### src/common/rss_pkg.sv
// Constants, register map and state types of the reset source sequencer.
package rss_pkg;

  // Clock and timing.
  localparam int CLK_NS      = 25;
  localparam int PIN_MIN_NS  = 1500;
  localparam int PIN_MIN_CYC = (PIN_MIN_NS + CLK_NS - 1) / CLK_NS;
  localparam int FILT_W      = 7;

  // Stretch delay choices, selected by the clock selection configuration bits.
  localparam int STRETCH_NS_0  = 100;
  localparam int STRETCH_NS_1  = 4100;
  localparam int STRETCH_NS_2  = 65000;
  localparam int STRETCH_NS_3  = 100000;
  localparam int STRETCH_CYC_0 = (STRETCH_NS_0 + CLK_NS - 1) / CLK_NS;
  localparam int STRETCH_CYC_1 = (STRETCH_NS_1 + CLK_NS - 1) / CLK_NS;
  localparam int STRETCH_CYC_2 = (STRETCH_NS_2 + CLK_NS - 1) / CLK_NS;
  localparam int STRETCH_CYC_3 = (STRETCH_NS_3 + CLK_NS - 1) / CLK_NS;
  localparam int CNT_W         = 12;
  localparam int SEL_W         = 2;
  localparam logic [3:0][CNT_W-1:0] STRETCH_TABLE = {12'(STRETCH_CYC_3), 12'(STRETCH_CYC_2),
                                                     12'(STRETCH_CYC_1), 12'(STRETCH_CYC_0)};

  // Register map, byte addresses.
  localparam int             ADDR_W      = 8;
  localparam logic [7:0]     ADDR_CAUSE  = 8'h00;
  localparam logic [7:0]     ADDR_STATUS = 8'h04;
  localparam logic [7:0]     ADDR_DELAY  = 8'h08;

  // Reset cause flag positions.
  localparam int             FLAG_POR    = 0;
  localparam int             FLAG_EXT    = 1;
  localparam int             FLAG_BOR    = 2;
  localparam int             FLAG_WDT    = 3;
  localparam int             FLAG_SCAN   = 4;
  localparam int             NUM_SRC     = 5;
  localparam logic [4:0]     CAUSE_RST   = 5'h00;

  // Status register field positions.
  localparam int             STAT_SRC_LSB = 0;
  localparam int             STAT_COUNT   = 5;
  localparam int             STAT_CORE    = 6;
  localparam int             STAT_PORT    = 7;

  typedef enum logic [2:0] {
    ST_HOLD  = 3'b001,
    ST_COUNT = 3'b010,
    ST_RUN   = 3'b100
  } rss_state_t;

  typedef struct packed {
    rss_state_t          state;
    logic [CNT_W-1:0]    cnt;
    logic [SEL_W-1:0]    sel;
    logic [NUM_SRC-1:0]  flags;
    logic                wdt_seen;
    logic                wdt_pulse;
    logic                core_reset;
    logic                fetch_start;
    logic [15:0]         fetch_addr;
    logic [31:0]         prdata;
    logic                pready;
    logic                pslverr;
  } rss_top_state_t;

  typedef struct packed {
    logic [FILT_W-1:0]   cnt;
    logic                qual;
  } rss_filt_state_t;

  typedef struct packed {
    logic                stage1;
    logic                stage2;
  } rss_hold_state_t;

endpackage : rss_pkg

### src/common/rss_src_if.sv
// Interface joining the sequencer core to its pin filter and port reset holder.
`timescale 1ns/1ps
interface rss_src_if;
  logic pin_n;
  logic pin_qualified;
  logic async_set;
  logic port_reset;

  modport top  (output pin_n, output async_set, input pin_qualified, input port_reset);
  modport filt (input pin_n, output pin_qualified);
  modport hold (input async_set, output port_reset);
endinterface : rss_src_if

### src/logic/rss_pin_filter.sv
// Minimum pulse length qualifier for the external reset pin.
`timescale 1ns/1ps
module rss_pin_filter
  import rss_pkg::*;
#(
  parameter int MIN_CYC = PIN_MIN_CYC
) (
  // Clock and reset.
  input wire logic pclk,
  input wire logic presetn,
  // Pin side.
  rss_src_if.filt  src
);

  if (MIN_CYC < 1 || MIN_CYC > 127) begin : g_check
    $error("MIN_CYC out of range");
  end

  rss_filt_state_t s;
  rss_filt_state_t next_s;

  // Short glitches never reach the qualified level.
  always_comb begin
    next_s = s;
    if (src.pin_n) begin
      next_s.cnt  = '0;
      next_s.qual = 1'b0;
    end else begin
      if (s.cnt != FILT_W'(MIN_CYC)) begin
        next_s.cnt = s.cnt + 7'h01;
      end
      next_s.qual = (next_s.cnt == FILT_W'(MIN_CYC));
    end
  end

  always_ff @(posedge pclk or negedge presetn) begin
    if (!presetn) begin
      s <= '0;
    end else begin
      s <= next_s;
    end
  end

  assign src.pin_qualified = s.qual;

endmodule : rss_pin_filter

### src/logic/rss_port_hold.sv
// Port reset holder: asserts without a clock, releases through two flops.
`timescale 1ns/1ps
module rss_port_hold
  import rss_pkg::*;
(
  // Clock.
  input wire logic pclk,
  // Source side.
  rss_src_if.hold  src
);

  rss_hold_state_t s;
  rss_hold_state_t next_s;

  always_comb begin
    next_s        = s;
    next_s.stage1 = 1'b0;
    next_s.stage2 = s.stage1;
  end

  // Assertion needs no clock; the release is timed so ports leave reset cleanly.
  always_ff @(posedge pclk or posedge src.async_set) begin
    if (src.async_set) begin
      s <= '1;
    end else begin
      s <= next_s;
    end
  end

  assign src.port_reset = s.stage2;

endmodule : rss_port_hold

### src/logic/rss_top.sv
// Reset source sequencer: combines reset sources, stretches and releases reset.
// Functional notes
// - While internal reset is active, I/O registers are told to load their initial values.
// - On release the core starts fetching at the reset vector.
// - Port pins return to initial state as soon as any source is active.
// - Port reset asserts asynchronously, needing no running clock.
// - After all sources go inactive a delay counter stretches the internal reset.
// - Clock selection configuration bits choose the stretch length.
// - Internal reset combines exactly five sources.
// - Power-on source is active while supply is below its threshold.
// - Pin reset counts only when the pin stays low past the minimum length; port reset here follows the raw pin level, so a glitch still asserts it.
// - Watchdog source fires only if enabled and its period expires.
// - Brown-out source fires only if enabled and supply below its threshold.
// - Scan reset holds the device in reset while the scan bit is one.
// - Watchdog expiry gives a one-cycle pulse; stretch starts after it.
// - Cause register bits 4..0: scan, watchdog, brown-out, pin, power-on.
// - Power-on clears the other flags; zero writes clear any flag.
//
// Local design decisions: the APB register port and the register offsets.
`timescale 1ns/1ps
module rss_top
  import rss_pkg::*;
#(
  parameter logic [15:0] RESET_VECTOR   = 16'h0000,
  parameter int          PIN_MIN_CYCLES = PIN_MIN_CYC
) (
  // Clock and reset.
  input  wire logic               pclk,
  input  wire logic               presetn,
  // APB slave.
  input  wire logic               psel,
  input  wire logic               penable,
  input  wire logic               pwrite,
  input  wire logic [ADDR_W-1:0]  paddr,
  input  wire logic [31:0]        pwdata,
  output logic      [31:0]        prdata,
  output logic                    pready,
  output logic                    pslverr,
  // Reset sources.
  input  wire logic               supply_below_por,
  input  wire logic               pin_reset_n,
  input  wire logic               watchdog_enable,
  input  wire logic               watchdog_expired,
  input  wire logic               brownout_enable,
  input  wire logic               supply_below_bot,
  input  wire logic               scan_reset_bit,
  // Non-volatile configuration.
  input  wire logic [SEL_W-1:0]   clock_select_config,
  // Reset outputs to the rest of the chip.
  output logic                    port_reset,
  output logic                    io_init,
  output logic                    core_reset,
  output logic                    fetch_start,
  output logic      [15:0]        fetch_addr
);

  if (PIN_MIN_CYCLES < 1 || PIN_MIN_CYCLES > 127) begin : g_check
    $error("PIN_MIN_CYCLES out of range");
  end

  rss_src_if src_if ();

  rss_top_state_t     s;
  rss_top_state_t     next_s;
  logic [NUM_SRC-1:0] src;
  logic               src_any;
  logic               setup_ph;
  logic               access_ph;
  logic               wr_cause;
  logic [31:0]        status_word;
  logic [31:0]        delay_word;

  rss_pin_filter #(
    .MIN_CYC (PIN_MIN_CYCLES)
  ) u_pin_filter (
    .pclk    (pclk),
    .presetn (presetn),
    .src     (src_if.filt)
  );

  rss_port_hold u_port_hold (
    .pclk (pclk),
    .src  (src_if.hold)
  );

  assign src_if.pin_n = pin_reset_n;

  // The raw pin level goes straight to the port holder; qualification is only
  // needed before the core is reset, ports may safely blink on a glitch.
  assign src_if.async_set = ~presetn | supply_below_por | ~pin_reset_n | s.wdt_pulse
                          | (brownout_enable & supply_below_bot) | scan_reset_bit;

  // The five sources, one bit each, in cause flag order.
  always_comb begin
    src            = '0;
    src[FLAG_POR]  = supply_below_por;
    src[FLAG_EXT]  = src_if.pin_qualified;
    src[FLAG_BOR]  = brownout_enable & supply_below_bot;
    src[FLAG_WDT]  = s.wdt_pulse;
    src[FLAG_SCAN] = scan_reset_bit;
  end

  assign src_any = |src;

  assign setup_ph  = psel & ~penable;
  assign access_ph = psel & penable & s.pready;
  assign wr_cause  = access_ph & pwrite & (paddr == ADDR_CAUSE);

  always_comb begin
    status_word                              = '0;
    status_word[STAT_SRC_LSB +: NUM_SRC]     = src;
    status_word[STAT_COUNT]                  = (s.state == ST_COUNT);
    status_word[STAT_CORE]                   = s.core_reset;
    status_word[STAT_PORT]                   = src_if.port_reset;
  end

  always_comb begin
    delay_word                    = '0;
    delay_word[CNT_W-1:0]         = s.cnt;
    delay_word[16 +: SEL_W]       = s.sel;
  end

  always_comb begin
    next_s             = s;
    next_s.fetch_start = 1'b0;

    // An expiry held for many cycles still yields exactly one pulse.
    next_s.wdt_seen  = watchdog_enable & watchdog_expired;
    next_s.wdt_pulse = watchdog_enable & watchdog_expired & ~s.wdt_seen;

    case (s.state)
      ST_HOLD: begin
        if (!src_any) begin
          next_s.state = ST_COUNT;
          next_s.sel   = clock_select_config;
          next_s.cnt   = STRETCH_TABLE[clock_select_config];
        end
      end
      ST_COUNT: begin
        if (src_any) begin
          next_s.state = ST_HOLD;
          next_s.cnt   = '0;
        end else if (s.cnt <= 12'h001) begin
          next_s.state       = ST_RUN;
          next_s.cnt         = '0;
          next_s.fetch_start = 1'b1;
        end else begin
          next_s.cnt = s.cnt - 12'h001;
        end
      end
      ST_RUN: begin
        if (src_any) begin
          next_s.state = ST_HOLD;
        end
      end
      default: begin
        next_s.state = ST_HOLD;
        next_s.cnt   = '0;
      end
    endcase

    next_s.core_reset = (next_s.state != ST_RUN);
    if (next_s.core_reset || next_s.fetch_start) begin
      next_s.fetch_addr = RESET_VECTOR;
    end

    // Set wins over any clear in the same cycle.
    for (int i = 0; i < NUM_SRC; i++) begin
      if (wr_cause && !pwdata[i]) begin
        next_s.flags[i] = 1'b0;
      end
      if (i != FLAG_POR && src[FLAG_POR]) begin
        next_s.flags[i] = 1'b0;
      end
      if (src[i]) begin
        next_s.flags[i] = 1'b1;
      end
    end

    // APB: answer in the first access cycle, data prepared during setup.
    next_s.pready  = setup_ph;
    next_s.pslverr = 1'b0;
    if (setup_ph) begin
      case (paddr)
        ADDR_CAUSE:  next_s.prdata = {27'h0000000, s.flags};
        ADDR_STATUS: next_s.prdata = status_word;
        ADDR_DELAY:  next_s.prdata = delay_word;
        default: begin
          next_s.prdata  = '0;
          next_s.pslverr = 1'b1;
        end
      endcase
    end
  end

  // The core sees reset rise one edge after a source and fall only on an edge.
  always_ff @(posedge pclk or negedge presetn) begin
    if (!presetn) begin
      s            <= '0;
      s.state      <= ST_HOLD;
      s.core_reset <= 1'b1;
      s.flags      <= CAUSE_RST;
      s.fetch_addr <= 16'h0000;
    end else begin
      s <= next_s;
    end
  end

  assign prdata      = s.prdata;
  assign pready      = s.pready;
  assign pslverr     = s.pslverr;
  assign port_reset  = src_if.port_reset;
  assign io_init     = s.core_reset;
  assign core_reset  = s.core_reset;
  assign fetch_start = s.fetch_start;
  assign fetch_addr  = s.fetch_addr;

endmodule : rss_top

### config.mk
export PLATFORM = sky130hd
export DESIGN_NAME = rss_top
export DESIGN_NICKNAME = d
export VERILOG_FILES = /design/src/common/rss_pkg.sv /design/src/common/rss_src_if.sv /design/src/logic/rss_pin_filter.sv /design/src/logic/rss_port_hold.sv /design/src/logic/rss_top.sv
export SDC_FILE = /design/constraint.sdc
export NUM_CORES = 1
export LEC_CHECK = 0
export BUFFER_PORTS_ARGS = -buffer_cell sky130_fd_sc_hd__buf_4
export CORE_ASPECT_RATIO = 1.75
export CORE_UTILIZATION = 50
export DETAILED_ROUTE_END_ITERATION = 7
export PLACE_DENSITY = 0.8
export SETUP_SLACK_MARGIN = 0.3
export SLEW_MARGIN = 20
export SYNTH_ARGS = -nofsm -noshare
export SYNTH_HDL_FRONTEND = slang
export SYNTH_SLANG_ARGS = --single-unit
### constraint.sdc
create_clock -name pclk -period 1.3 [get_ports pclk]
set_clock_uncertainty 0.05 [all_clocks]
set_input_delay 0.26 -clock pclk [delete_from_list [all_inputs] [get_ports pclk]]
set_output_delay 0.26 -clock pclk [all_outputs]
set_load 0.01 [all_outputs]
==> flow_summary.toml, run 1 <==
[sta]
fmax_mhz = 572
layout_min_cycle_time_ns = 1.75
setup_ws_ns = -0.448
post-route-period-util_pct = 134
rsz0062_at_grt = "true"
maxSlewViolCount = 0
max_slew.worst_pin.slew_ns = 0.518
finalHoldViolCount = 0
setup_viol = 30
setup_tns_ns = -7.67
maxSlewHeadroom_pct = 65.5

[layout]
drive_above_1_share_pct = 54.2
antenna_cells = 0
nFillCells = 326
final_common_cell = "buf_4"
stdcell_count = 537
area_growth_pct = 57.0
final_area_sq_um = 4830
fin_nets = 516
final_cell_mix = "91 x buf_4, 62 x buf_6, 39 x dfrtp_1, 35 x conb_1, 23 x nand2_1"

[run_status]
violations = "setup timing"
status = "finished with violations"

[floorplan]
core_sq_um = 5930
die_area_sq_um = 6480
die-width_microns = 61.3
start_util_pct = 51.9
rows = 37
die_height_microns = 106
pin_count = 108

[power_and_ir_drop]
power_leakage_nw = 2.28
clkPwrFrac_pct = 24.6
p_comb_share_pct = 31.7
p_int_mw = 2.77
p_sw_mw = 1.30
peakVddDrop_uv = 681
pwr_density_cell_nw_per_um2 = 843
power_frac_seq_pct = 43.7
switching_share_pct = 32.0

[global_route]
grt_use_total_pct = 30.0
grt_pass1_wl_microns = 14300
grt_pass1_vias = 3050
grt_max_degree = 35
overflow = 0
antenna_found_initial = 0

[critical_path]
r2r_setup_slack_ns = -0.45
worstSetupPathType = "reg -> reg"
critical_path_arrival_ns = 1.89
cp-start-kind = "register"
required_ns = 1.44
end_kind = "register"
rr_startpoint = "delay_word[3]$_DFFE_PN0P_"
path_max_fanout = 5
reg2reg_depth = 4
reg2reg_to = "delay_word[7]$_DFFE_PN0P_"

[placed_design]
place_congestion = 0.948
place_area_sq_um = 3850
port_buffers = 46
placedCellCount = 484
dp_hpwl_microns = 5720
place_ws_ns = -0.525

[synthesis]
ys_seq_elements = 52
yosysUniqueCellTypes = 51
async_flop_share_pct = 100
synth_top_cell_by_area = "dfrtp_1"
ys_top_cells_by_area = "dfrtp_1 39%, buf_4 12%, dfstp_2 3.4%"
netlist.area_leader.share_pct = 39.1
synthesis.instances = 324
yosysWarnings = 0
synth-edff-count = 0
ys.flop_type = "dfrtp_1"
synth_area_sq_um = 3080
yosysSeqAreaShare_pct = 42.5
syn_area_per_cell_sq_um = 9.49

[run]
max-cap-violations = 0

[route]
ant_nets = 0
route.detailed.drc = 0
drt-initial-drc-count = 169
vias_per_cell = 5.50
wirelength_microns = 9810
routedWlPerCell_microns = 18.3
via_count = 2953
drt_first_pass_iters = 5

[clock_tree]
clk_pin_slew_worst_paths_ns = 0.10
insertion_delay_ns = 0.32
htree_levels = 2
ctsLongestPathBuffers = 2
numCtsBuffers = 5
cts_tree = "done"
cts_sinks = 52
cts_root_buffer = "clkbuf_8"

[hold_path]
hold_depth = 3
hold_path_class = "in -> reg"
min_to = "s[56]$_DFFE_PN0P_"
holdCritStartpoint = "pwdata[2]"
worst max-delay path: stages (launching register included):
cell and delay (ns):
dfrtp_2 0.44, or4_4 0.58, o31a_1 0.26, o211ai_1 0.18, nand3_1 0.12
synthesized netlist by cell type (all sizes together) (2+ instances only):
master / instances
or3: 2
nand2b: 8
nand3b: 2
nor4b: 2
xor2: 5
nand2: 27
nor2: 19
nand3: 12
nand4: 3
or2: 3
ha: 4
dfrtp: 48
a211oi: 2
a31oi: 6
clkbuf: 11
dfstp: 4
o31a: 3
a22o: 6
nor4bb: 2
and4: 2
and2: 4
inv: 12
nor4: 6
a32oi: 3
mux2i: 7
a22oi: 3
o21ai: 13
buf: 52
a21oi: 11
nor3: 2
nor2b: 9
o211ai: 8
o31ai: 8
xnor2: 4
cells by family (layout without fill, tap and decap cells):
| group | Yosys count | count (layout) | synth area share [%] |
|---|---|---|---|
| AO/OA/AOI/OAI | 69 | 69 | 15.5 |
| XOR/XNOR | 9 | 9 | 2.56 |
| multiplexers | 7 | 7 | 2.28 |
| adder cells (fa/ha/maj) | 4 | 4 | 1.63 |
| AND/OR/NAND/NOR | 107 | 107 | 20.1 |
| other | 1 | 35 | 0.122 |
| flip-flops | 52 | 52 | 42.5 |
| buffers and inverters | 75 | 176 | 15.3 |
worst max path at each step:
stage                                    from                        end  slack, ns  cells after the start
global placement              brownout_enable  delay_word[2]$_DFFE_PN0P_      -0.45                      6
CTS                 delay_word[3]$_DFFE_PN0P_  delay_word[7]$_DFFE_PN0P_      -0.41                      4
finish              delay_word[3]$_DFFE_PN0P_  delay_word[7]$_DFFE_PN0P_      -0.45                      4
detailed placement            brownout_enable  delay_word[2]$_DFFE_PN0P_      -0.52                      6
global route        delay_word[5]$_DFFE_PN0P_       core_reset$_DFF_PN1_      -0.48                      4
floorplan           delay_word[5]$_DFFE_PN0P_       core_reset$_DFF_PN1_      -0.37                      4
cell type report:
| class | instances | area, sq um | area share [%] |
|---|---|---|---|
| Sequential cell | 52 | 1320 | 27.3 |
| Clock buffer | 6 | 82.6 | 1.71 |
| Clock inverter | 2 | 15.0 | 0.311 |
| Timing Repair Buffer | 156 | 1420 | 29.3 |
| Multi-Input combinational cell | 231 | 1850 | 38.4 |
| Inverter | 12 | 45.0 | 0.933 |
| Tap cell | 78 | 97.6 | 2.02 |
per-stage QoR:
step	utilization (%)	total power, mW	hold slack [ns]
finish	81.5	4.07	0.0941
global route	81.5	4.22	0.101
CTS	75.8	3.88	0.103
detailed placement	65.1	2.71	0.0535
global placement	65.1	2.68	0.0522
floorplan	-	2.39	-0.0856
power groups by stage:
stage	logic, mW	registers (mW)	clock network (mW)
floorplan	0.584	1.81	0
global placement	0.885	1.79	0
detailed placement	0.912	1.80	0
CTS	1.11	1.77	0.996
global route	1.37	1.79	1.07
finish	1.29	1.78	1.00
sequential cells by signal (all words and copies together), names as in the netlist:
name / flops
core_reset: 1
u_port_hold.src.port_reset: 1
u_pin_filter.src.pin_qualified: 1
fetch_start: 1
pslverr: 1
prdata: 14
s: 10
u_pin_filter.s: 7
delay_word: 14
u_port_hold.next_s: 1
pready: 1
routing by layer:
metal  GRT usage, %  up-vias  wire, microns
met3           4.54       55            501
met4           17.0        0            624
met5              0        -              0
met2           54.8      153           5650
met1           29.9     1424           3040
li1               -     1321              -
timing repair:
item	4_1_cts	5_1_grt
hold endpoints to repair	48	0
endpoints found under the setup margin	68	69
buffers inserted	25	17
hold buffers	1	0
pin swaps	35	29
resized for setup	89	49
cloned	2	0
No activity file was read; power rests on OpenSTA's default activity.
==> run 2, diff against run 1 <==
--- a/config.mk
+++ b/config.mk
@@ -7,9 +7,9 @@
 export LEC_CHECK = 0
 export BUFFER_PORTS_ARGS = -buffer_cell sky130_fd_sc_hd__buf_4
 export CORE_ASPECT_RATIO = 1.75
-export CORE_UTILIZATION = 50
+export CORE_UTILIZATION = 54
 export DETAILED_ROUTE_END_ITERATION = 7
-export PLACE_DENSITY = 0.8
+export PLACE_DENSITY = 0.86
 export SETUP_SLACK_MARGIN = 0.3
 export SLEW_MARGIN = 20
 export SYNTH_ARGS = -nofsm -noshare
==> constraint.sdc (replaced) <==
create_clock -name pclk -period 2.1 [get_ports pclk]
set_clock_uncertainty 0.05 [all_clocks]
set_input_delay 0.42 -clock pclk [delete_from_list [all_inputs] [get_ports pclk]]
set_output_delay 0.42 -clock pclk [all_outputs]
set_load 0.01 [all_outputs]
==> run 2 against run 1 <==
  * The run now ends clean
  * Flip-flop and latch count unchanged
  * Register-to-register slack improved by 0.75 ns
  * Maximum frequency decreased by 2.7%
  * Sequential share of layout area increased by 9.8 points
  * Total power decreased by 46%
==> flow_summary.toml, run 2 (synthesis results as in run 1) <==
[global_route]
grt_pass1_wl_microns = 10800
grt_use_total_pct = 23.5
grt_max_degree = 25
grt_pass1_vias = 2343
antenna_found_initial = 0
overflow = 0

[floorplan]
die-width_microns = 59.0
pin_count = 108
die_area_sq_um = 6010
core_sq_um = 5540
start_util_pct = 55.5
rows = 36
die_height_microns = 102

[route]
route.detailed.drc = 0
drt_first_pass_iters = 5
wirelength_microns = 6630
via_count = 2447
vias_per_cell = 5.44
routedWlPerCell_microns = 14.7
ant_nets = 0
drt-initial-drc-count = 119

[sta]
maxSlewViolCount = 0
maxSlewHeadroom_pct = 59.5
setup_tns_ns = 0
max_slew.worst_pin.slew_ns = 0.606
layout_min_cycle_time_ns = 1.80
post-route-period-util_pct = 85.6
setup_ws_ns = 0.303
setup_viol = 0
whs_ns = 0.249
finalHoldViolCount = 0
rsz0062_at_grt = "true"
fmax_mhz = 557

[placed_design]
port_buffers = 46
place_ws_ns = 0.170
placedCellCount = 430
dp_hpwl_microns = 4870
place_area_sq_um = 3310
place_congestion = 0.899

[critical_path]
reg2reg_depth = 4
r2r_setup_slack_ns = 0.30
critical_path_arrival_ns = 1.98
required_ns = 2.29
rr_startpoint = "delay_word[5]$_DFFE_PN0P_"
cp-start-kind = "register"
end_kind = "register"
path_max_fanout = 5
worstSetupPathType = "reg -> reg"
reg2reg_to = "core_reset$_DFF_PN1_"

[clock_tree]
clk_pin_slew_worst_paths_ns = 0.09
cts_sinks = 52
cts_root_buffer = "clkbuf_8"
ctsLongestPathBuffers = 2
cts_tree = "done"
htree_levels = 2
numCtsBuffers = 5
insertion_delay_ns = 0.31

[run_status]
status = "finished clean"

[power_and_ir_drop]
finalPower_mw = 2.21
peakVddDrop_uv = 444
power_leakage_nw = 1.67
pwr_density_cell_nw_per_um2 = 624

[layout]
fin_nets = 431
drive_above_1_share_pct = 26.5
stdcell_count = 450
final_area_sq_um = 3540
antenna_cells = 0
final_cell_mix = "70 x buf_4, 42 x dfrtp_1, 35 x conb_1, 26 x nand2_1, 19 x nor2_1"
fin_util_pct = 63.9
area_growth_pct = 15.1
final_common_cell = "buf_4"

[run]
max-cap-violations = 0

[hold_path]
hold_path_class = "in -> async"
[run 2: changes by cell type in the layout (fill, tap and decap cells not counted), moves of 5 or more]
cell / delta
o21ai_2: -8
o21ai_0: +12
buf_6: -62
buf_4: -21
a21oi_1: +8
nand3_1: +5
a21oi_2: -8
[run 2: worst max-delay path, cell delays in order (launching register included)]
cell and delay, ns:
dfrtp_2 0.45, nor4_4 0.40, o2111ai_4 0.22, or2_4 0.29, a211o_1 0.32
[run 2: area by class of cell]
class / instances / area, sq um
well taps: 76 / 95.1
flip-flops and latches: 52 / 1310
fillers: 454 / 2000
inverters: 12 / 45.0
clock buffers: 7 / 86.3
clock inverters: 1 / 7.51
repair buffers: 71 / 536
multi-input cells: 231 / 1460
[run 2: power by group]
| group | internal [mW] | leakage (nW) | switching [mW] |
|---|---|---|---|
| clock | 0.268 | 0.0445 | 0.326 |
| sequential | 1.05 | 0.676 | 0.0632 |
| combinational | 0.226 | 0.945 | 0.273 |
| total | 1.55 | 1.67 | 0.663 |
[run 2: timing repair]
action                                  4_1_cts  5_1_grt
hold buffers                                  1        0
pin swaps                                     2        7
gates resized for setup                       7        4
endpoints found under the hold margin        15        0
buffers inserted                              5        6
endpoints found under the setup margin       15       14
[run 2: routing by layer]
layer	global-route usage, %	part of all wire, %	vias to the layer above
met5	0	0	-
met4	12.3	4.3	0
met3	3.54	3.4	25
met2	44.1	56	97
met1	24.3	37	1175
li1	-	-	1150
[run 2: worst max path at each step]
stage	startpoint	end	slack, ns
3_3_place_gp	brownout_enable	delay_word[2]$_DFFE_PN0P_	0.19
4_1_cts	delay_word[5]$_DFFE_PN0P_	core_reset$_DFF_PN1_	0.28
6_report	delay_word[5]$_DFFE_PN0P_	core_reset$_DFF_PN1_	0.30
2_1_floorplan	delay_word[3]$_DFFE_PN0P_	delay_word[9]$_DFFE_PN0P_	0.37
5_1_grt	delay_word[4]$_DFFE_PN0P_	delay_word[7]$_DFFE_PN0P_	0.21
3_5_place_dp	delay_word[9]$_DFFE_PN0P_	core_reset$_DFF_PN1_	0.17
